--- config.mk ---
export PLATFORM = sky130hd
export DESIGN_NAME = color_pipe
export DESIGN_NICKNAME = d
export VERILOG_FILES = /design/src/common/color_pipe_pkg.sv /design/src/logic/color_pipe.sv /design/src/logic/color_fifo.sv
export SDC_FILE = /design/constraint.sdc
export NUM_CORES = 2
export LEC_CHECK = 0
export ABC_AREA = 1
export BUFFER_PORTS_ARGS = -buffer_cell sky130_fd_sc_hd__buf_2
export CORE_UTILIZATION = 52
export DETAILED_ROUTE_END_ITERATION = 7
export PLACE_DENSITY = 0.68
export SETUP_SLACK_MARGIN = 0.3
export SLEW_MARGIN = 20
export SYNTH_ARGS = -nofsm -noshare
export SYNTH_HDL_FRONTEND = slang
export SYNTH_SLANG_ARGS = --single-unit
--- constraint.sdc ---
create_clock -name clk_i -period 80.2 [get_ports clk_i]
set_input_delay 4.01 -clock clk_i [delete_from_list [all_inputs] [get_ports clk_i]]
set_output_delay 4.01 -clock clk_i [all_outputs]
set_load 0.01 [all_outputs]
--- src/common/color_pipe_pkg.sv ---
// package: constants and types for the color measurement pipeline
package color_pipe_pkg;
  localparam int unsigned CLK_HZ          = 50_000_000;
  localparam int unsigned DATA_W          = 16;
  localparam int unsigned FIFO_DEPTH      = 8;
  localparam int unsigned LATENCY_CYCLES  = 3;
  localparam int unsigned TABLE_DEPTH     = 16;
  localparam int unsigned HOLD_TIME_S     = 10;
  // default measuring rate (Hz) at factory settings
  localparam logic [11:0] RATE_RESET_HZ   = 12'h00_FA;
  localparam logic [11:0] RATE_MIN_HZ     = 12'h00_14;
  localparam logic [11:0] RATE_MAX_HZ     = 12'h07_D0;
  localparam logic [31:0] HOLD_CYCLES     = 32'(HOLD_TIME_S * CLK_HZ);
  localparam logic [25:0] DIV_RESET       = 26'h000_0000;
  localparam logic [4:0]  COUNT_RESET     = 5'h00;
  typedef enum logic [1:0] {
    TRIG_OFF  = 2'b00,
    TRIG_ARM  = 2'b01,
    TRIG_WAIT = 2'b11
  } trig_state_t;
endpackage

--- src/logic/color_pipe.sv ---
// file: top of the overlapped color measurement pipeline
`timescale 1ns/1ps
// Contract
// - five ordered stages from exposure to output
// - value N output three cycles after exposure
// - next value follows one cycle later
// - cycle period is reciprocal of measuring rate
// - triggered output starts three cycles after trigger
// - rising trigger edge yields one output value
// - at most sixteen taught colors stored
// - both buttons held ten seconds restores defaults
// - factory reset only at top privilege
module color_pipe #(
  parameter int unsigned CLK_HZ      = color_pipe_pkg::CLK_HZ,
  parameter logic [31:0] HOLD_CYCLES = color_pipe_pkg::HOLD_CYCLES
) (
  input  wire logic        clk_i,
  input  wire logic        reset_i,
  input  wire logic [11:0] rate_hz_i,
  input  wire logic        rate_load_i,
  input  wire logic [15:0] sample_i,
  input  wire logic        trig_en_i,
  input  wire logic        trig_pin_i,
  input  wire logic        dark_btn_i,
  input  wire logic        teach_btn_i,
  input  wire logic        teach_i,
  input  wire logic        top_priv_i,
  output logic             cycle_o,
  output logic [15:0]      value_o,
  output logic             value_valid_o,
  input  wire logic        value_ready_i,
  output logic             in_ready_o,
  output logic [15:0]      near_dist_o,
  output logic [4:0]       table_count_o,
  output logic             factory_o,
  output logic             overflow_o
);
  // ------------------------------------------------------------
  // synchronisers for pins
  // ------------------------------------------------------------
  logic [2:0] trig_s_q;
  logic [2:0] dark_s_q;
  logic [2:0] teach_s_q;
  logic       trig_lvl_q;
  logic       both_lvl_q;

  always_ff @(posedge clk_i)
  begin
    if (reset_i)
    begin
      trig_s_q   <= 3'h0;
      dark_s_q   <= 3'h0;
      teach_s_q  <= 3'h0;
      trig_lvl_q <= 1'b0;
      both_lvl_q <= 1'b0;
    end
    else
    begin
      trig_s_q  <= {trig_s_q[1:0], trig_pin_i};
      dark_s_q  <= {dark_s_q[1:0], dark_btn_i};
      teach_s_q <= {teach_s_q[1:0], teach_btn_i};
      // a change counts once stages two and three agree
      if (trig_s_q[1] == trig_s_q[2])
      begin
        trig_lvl_q <= trig_s_q[2];
      end
      if ((dark_s_q[1] == dark_s_q[2]) && (teach_s_q[1] == teach_s_q[2]))
      begin
        both_lvl_q <= dark_s_q[2] && teach_s_q[2];
      end
    end
  end

  // ------------------------------------------------------------
  // measuring-cycle divider
  // ------------------------------------------------------------
  logic [11:0] rate_q;
  logic [25:0] div_len_q;
  logic [25:0] div_q;
  logic        tick;

  function automatic logic [11:0] clamp_rate(input logic [11:0] r);
    if (r < color_pipe_pkg::RATE_MIN_HZ)
    begin
      return color_pipe_pkg::RATE_MIN_HZ;
    end
    if (r > color_pipe_pkg::RATE_MAX_HZ)
    begin
      return color_pipe_pkg::RATE_MAX_HZ;
    end
    return r;
  endfunction

  always_ff @(posedge clk_i)
  begin
    if (reset_i || factory_o)
    begin
      rate_q <= color_pipe_pkg::RATE_RESET_HZ;
    end
    else if (rate_load_i)
    begin
      rate_q <= clamp_rate(rate_hz_i);
    end
  end

  // period in clocks is clock rate over measuring rate
  always_ff @(posedge clk_i)
  begin
    if (reset_i)
    begin
      div_len_q <= 26'(CLK_HZ / 32'(color_pipe_pkg::RATE_RESET_HZ));
    end
    else
    begin
      div_len_q <= 26'(CLK_HZ / {20'h0_0000, rate_q});
    end
  end

  assign tick = (div_q >= div_len_q - 26'h000_0001);

  always_ff @(posedge clk_i)
  begin
    if (reset_i)
    begin
      div_q   <= color_pipe_pkg::DIV_RESET;
      cycle_o <= 1'b0;
    end
    else
    begin
      div_q   <= tick ? color_pipe_pkg::DIV_RESET : div_q + 26'h000_0001;
      cycle_o <= tick;
    end
  end

  // ------------------------------------------------------------
  // trigger: rising edge arms a single exposure
  // ------------------------------------------------------------
  logic        trig_prev_q;
  logic        trig_pend_q;
  logic        expose;

  always_ff @(posedge clk_i)
  begin
    if (reset_i)
    begin
      trig_prev_q <= 1'b0;
      trig_pend_q <= 1'b0;
    end
    else
    begin
      trig_prev_q <= trig_lvl_q;
      // an edge on the tick itself is used at once; pending it too would expose twice
      if (trig_lvl_q && !trig_prev_q && !tick)
      begin
        trig_pend_q <= 1'b1;
      end
      else if (tick)
      begin
        trig_pend_q <= 1'b0;
      end
    end
  end

  // free run when triggering is off, else one exposure per edge
  assign expose = tick && (!trig_en_i || trig_pend_q || (trig_lvl_q && !trig_prev_q));

  // ------------------------------------------------------------
  // stages: exposure, conversion, compute, distance, output
  // ------------------------------------------------------------
  logic [15:0] exp_q;
  logic [15:0] conv_q;
  logic [15:0] avg_q;
  logic [3:0]  vld_q;
  logic [15:0] ref_tab [color_pipe_pkg::TABLE_DEPTH];
  logic [4:0]  count_q;
  logic [15:0] best;
  logic [15:0] d;

  function automatic logic [15:0] absdiff(input logic [15:0] a, input logic [15:0] b);
    return (a > b) ? a - b : b - a;
  endfunction

  always_comb
  begin
    best = 16'hFFFF;
    d    = 16'h0000;
    for (int i = 0; i < color_pipe_pkg::TABLE_DEPTH; i++)
    begin
      d = absdiff(avg_q, ref_tab[i]);
      if ((5'(i) < count_q) && (d < best))
      begin
        best = d;
      end
    end
  end

  // each stage moves on every tick; averaging depth is one value, as at factory settings
  always_ff @(posedge clk_i)
  begin
    if (reset_i)
    begin
      vld_q  <= 4'h0;
      exp_q  <= 16'h0000;
      conv_q <= 16'h0000;
      avg_q  <= 16'h0000;
    end
    else if (tick)
    begin
      exp_q  <= sample_i;
      conv_q <= exp_q;
      avg_q  <= conv_q;
      vld_q  <= {vld_q[2:0], expose};
    end
  end

  // output stage fires three cycles after exposure
  logic        push;
  assign push = tick && vld_q[2];

  always_ff @(posedge clk_i)
  begin
    if (reset_i)
    begin
      near_dist_o <= 16'h0000;
      overflow_o  <= 1'b0;
    end
    else if (push)
    begin
      near_dist_o <= best;
      // pipeline never stalls: a full sink drops the value
      overflow_o  <= !in_ready_o;
    end
  end

  color_fifo #(
    .WIDTH (color_pipe_pkg::DATA_W),
    .DEPTH (color_pipe_pkg::FIFO_DEPTH)
  ) u_fifo (
    .clk_i       (clk_i),
    .reset_i     (reset_i),
    .in_data_i   (avg_q),
    .in_valid_i  (push),
    .in_ready_o  (in_ready_o),
    .out_data_o  (value_o),
    .out_valid_o (value_valid_o),
    .out_ready_i (value_ready_i)
  );

  // ------------------------------------------------------------
  // color table and factory reset
  // ------------------------------------------------------------
  logic [31:0] hold_q;

  always_ff @(posedge clk_i)
  begin
    if (teach_i && (count_q < 5'(color_pipe_pkg::TABLE_DEPTH)))
    begin
      ref_tab[count_q[3:0]] <= avg_q;
    end
  end

  always_ff @(posedge clk_i)
  begin
    if (reset_i || factory_o)
    begin
      count_q <= color_pipe_pkg::COUNT_RESET;
    end
    else if (teach_i && (count_q < 5'(color_pipe_pkg::TABLE_DEPTH)))
    begin
      count_q <= count_q + 5'h01;
    end
  end

  assign table_count_o = count_q;

  always_ff @(posedge clk_i)
  begin
    if (reset_i || !both_lvl_q || !top_priv_i)
    begin
      hold_q    <= 32'h0000_0000;
      factory_o <= 1'b0;
    end
    else if (hold_q == HOLD_CYCLES - 32'h0000_0001)
    begin
      hold_q    <= hold_q + 32'h0000_0001;
      factory_o <= 1'b1;
    end
    else
    begin
      factory_o <= 1'b0;
      if (hold_q < HOLD_CYCLES)
      begin
        hold_q <= hold_q + 32'h0000_0001;
      end
    end
  end
endmodule

--- src/logic/color_fifo.sv ---
// file: parameterised valid/ready FIFO
`timescale 1ns/1ps
module color_fifo #(
  parameter int unsigned WIDTH = 16,
  parameter int unsigned DEPTH = 8
) (
  input  wire logic             clk_i,
  input  wire logic             reset_i,
  input  wire logic [WIDTH-1:0] in_data_i,
  input  wire logic             in_valid_i,
  output logic                  in_ready_o,
  output logic      [WIDTH-1:0] out_data_o,
  output logic                  out_valid_o,
  input  wire logic             out_ready_i
);
  localparam int unsigned AW = $clog2(DEPTH);
  logic [WIDTH-1:0] mem [DEPTH];
  logic [AW-1:0]    wr_q;
  logic [AW-1:0]    rd_q;
  logic [AW:0]      cnt_q;
  logic             push;
  logic             pop;

  assign in_ready_o  = (cnt_q != (AW+1)'(DEPTH));
  assign out_valid_o = (cnt_q != '0);
  assign out_data_o  = mem[rd_q];
  assign push        = in_valid_i && in_ready_o;
  assign pop         = out_valid_o && out_ready_i;

  always_ff @(posedge clk_i)
  begin
    if (push)
    begin
      mem[wr_q] <= in_data_i;
    end
  end

  always_ff @(posedge clk_i)
  begin
    if (reset_i)
    begin
      wr_q  <= '0;
      rd_q  <= '0;
      cnt_q <= '0;
    end
    else
    begin
      if (push)
      begin
        wr_q <= (wr_q == AW'(DEPTH-1)) ? '0 : wr_q + 1'b1;
      end
      if (pop)
      begin
        rd_q <= (rd_q == AW'(DEPTH-1)) ? '0 : rd_q + 1'b1;
      end
      cnt_q <= cnt_q + (AW+1)'(push) - (AW+1)'(pop);
    end
  end
endmodule

==> results.yml <==
clock_tree:
  cts_root_buffer: "clkbuf_16"
  hold_buffers: 0
  cts_buffers: 72
  cts_tree: "yes"
  insertion_delay_ns: 0.70
  clk_pin_slew_ns: 0.06
  clk_path_buf_depth: 3
  cts_sinks: 581
  htree_levels: 3
drt:
  drt_wl_total_um: 239000
  viasPerCell: 5.72
  drc_errors: 0
  ant_nets: 0
  firstDrtPassIters: 6
  via_count: 73000
  avgRoutedWirePerCell_um: 18.7
  drt_iter0_drc: 6180
sta:
  rsz0062_at_grt: "false"
  fin_skew_ns: 0.0496
  fmax_mhz: 13.9
  timing.hold.ws_ns: 0.401
  tightest_slew_ns: 1.10
  tns_ns: 0
  fin_crit_ns: 72.16
  maxSlewHeadroom_pct: 26.7
  timing.final.crit_share_pct: 90.0
  hold_violations: 0
  drv_slew: 0
  finalSetupViolCount: 0
  fin_ws_ns: 8.04
die:
  die_y_um: 382
  die_x_um: 382
  initial_core_util_pct: 52.7
  io_pins: 80
  die_area_um2: 146000
  core_area_um2: 142000
  rows: 138
finish:
  final_net_count: 11900
  drive_gt1_share_pct: 7.36
  n_antenna_cell: 0
  syn2layout_area_growth_pct: 6.55
  fin_area_um2: 79900
placed_design:
  io_buffers: 79
  place_ws_ns: 6.69
  gp_congestion: 1.01
  hpwl_um: 183000
  place_area_um2: 77200
yosys:
  syn-num-nets: 11900
  synth.most_common_cell: "nand2_1"
  synth.avg_cell_area_um2: 6.94
  seq_area_frac_synth_pct: 20.6
  syn_area_um2: 75000
  ys_top_cells_by_count: "2,331 x nand2_1, 1,555 x inv_1, 1,050 x ha_1"
  yosysWarnings: 0
  ys.flop_type: "edfxtp_1"
  ys_top_cells_by_area: "ha_1 18%, edfxtp_1 15%, nand2_1 12%, inv_1 7.8%, o21ai_0 6.3%"
  synth-edff-count: 384
  syn-instance-count: 10800
  netlist.area_leader.share_pct: 17.5
  synth_cell_types: 92
  async_flop_share_pct: 0
  yosys.area.top_type: "ha_1"
  ys_ff_latch: 581
global_routing:
  grt_pass1_wl_um: 370000
  globalRoute.totalOverflow: 0
  grt_max_degree: 79
  antenna_found_initial: 6
  grt.total_usage_pct: 31.7
  grt_pass1_vias: 68200
critical_path:
  crit_type: "register to register"
  worstPathRequired_ns: 80.75
  startpoint_type: "register"
  critical_path.max_stage_delay_ns: 0.57
  crit_path_max_fanout: 40
  end_kind: "register"
  crit_top_cell: "nand2_1"
  critPathSlowestCell: "a2111oi_1"
  critPathArrivalTime_ns: 72.71
worst_hold_path:
  hold_class: "register to register"
flow_run:
  cap_violations: 0
outcome:
  status: "completed"
[cell families after synthesis]
family	count (synthesis)	synth area share (%)
compound gates	2373	18.1
xor+xnor	532	6.24
fa+ha+maj	1083	18.4
buf+inv	1853	9.87
flops	581	20.6
mux	49	0.654
simple gates	4325	26.1
[through the flow]
step / util [%] / std cells
2_1_floorplan: - / 10800
6_report: 56.1 / 12800
3_3_place_gp: 54.3 / 12600
4_1_cts: 56.1 / 12800
5_1_grt: 56.1 / 12800
3_5_place_dp: 54.3 / 12600
[final timing paths]
| kind | start | end | slack (ns) | cells after the start |
|---|---|---|---|---|
| worst max-delay path | rate_q[0]$_SDFFE_PP0P_ | div_len_q[0]$_SDFF_PP0_ | 8.04 | 444 |
| worst min-delay path | dark_s_q[0]$_SDFF_PP0_ | dark_s_q[1]$_SDFF_PP0_ | 0.40 | 2 |
| worst max register to register | rate_q[0]$_SDFFE_PP0P_ | div_len_q[0]$_SDFF_PP0_ | 8.04 | 444 |
| worst min register to register | dark_s_q[0]$_SDFF_PP0_ | dark_s_q[1]$_SDFF_PP0_ | 0.40 | 2 |
[cell usage in the layout (no fill, tap or decap), types with 41 or more instances in the layout]
cell type | synthesis | routed
inv_2 | 41 | 41
mux2i_1 | 49 | 49
ha_1 | 1050 | 1049
o21bai_1 | 87 | 87
nand2_4 | 41 | 41
buf_4 | 4 | 98
a21oi_1 | 817 | 817
inv_1 | 1555 | 1549
nand4_1 | 163 | 163
nor2_2 | 50 | 57
nand2_1 | 2331 | 2331
dfxtp_1 | 197 | 179
o21ai_1 | 43 | 43
o22ai_1 | 55 | 55
nand3b_1 | 47 | 47
o21a_1 | 49 | 49
a211oi_1 | 49 | 49
edfxtp_1 | 384 | 384
o221ai_1 | 63 | 63
clkbuf_16 | 0 | 75
nand2_2 | 121 | 121
xnor2_1 | 203 | 203
nor3_1 | 103 | 103
nand3_1 | 476 | 474
buf_2 | 4 | 79
nand3_2 | 57 | 57
o21ai_0 | 948 | 948
xor2_1 | 327 | 327
nor2_1 | 779 | 770
[routing by layer]
layer  GRT usage [%]  wire length, um
met1            42.2           106000
met2            51.7           107000
met3            4.04            16000
met4            12.6             9930
met5               0                0
[timing repair]
action / in CTS / in global routing
gates resized for setup: 0 / 13
setup buffers: 0 / 3
setup endpoints to repair: 0 / 2
[registers in the layout, indices dropped and copies added (netlist names), 3 cells and up, named ones only]
signal,cells
avg_q,16
exp_q,16
near_dist_o,16
div_q,26
teach_s_q,3
u_fifo.wr_q,3
trig_s_q,3
dark_s_q,3
div_len_q,26
conv_q,16
u_fifo.mem,128
u_fifo.rd_q,3
table_count_o,5
ref_tab,256
vld_q,3
rate_q,12
u_fifo.cnt_q,4
hold_q,32
[layout make-up]
class | instances | area (um^2)
Sequential cell | 581 | 15500
Fill cell | 13900 | 62400
Timing Repair Buffer | 177 | 1130
Clock inverter | 41 | 559
Inverter | 1625 | 6140
Clock buffer | 92 | 2000
Tap cell | 1890 | 2360
Multi-Input combinational cell | 8363 | 52200
[worst max-delay path, delay by kind of cell, from the launching register on]
kind | cells | cell delay (ns)
buf+inv | 56 | 8.25
flops | 1 | 0.33
compound gates | 174 | 30.21
fa+ha+maj | 31 | 10.31
simple gates | 183 | 22.71
Power is not shown: default switching activity piles up to over one toggle a cycle in this logic, so the estimate is an artifact.
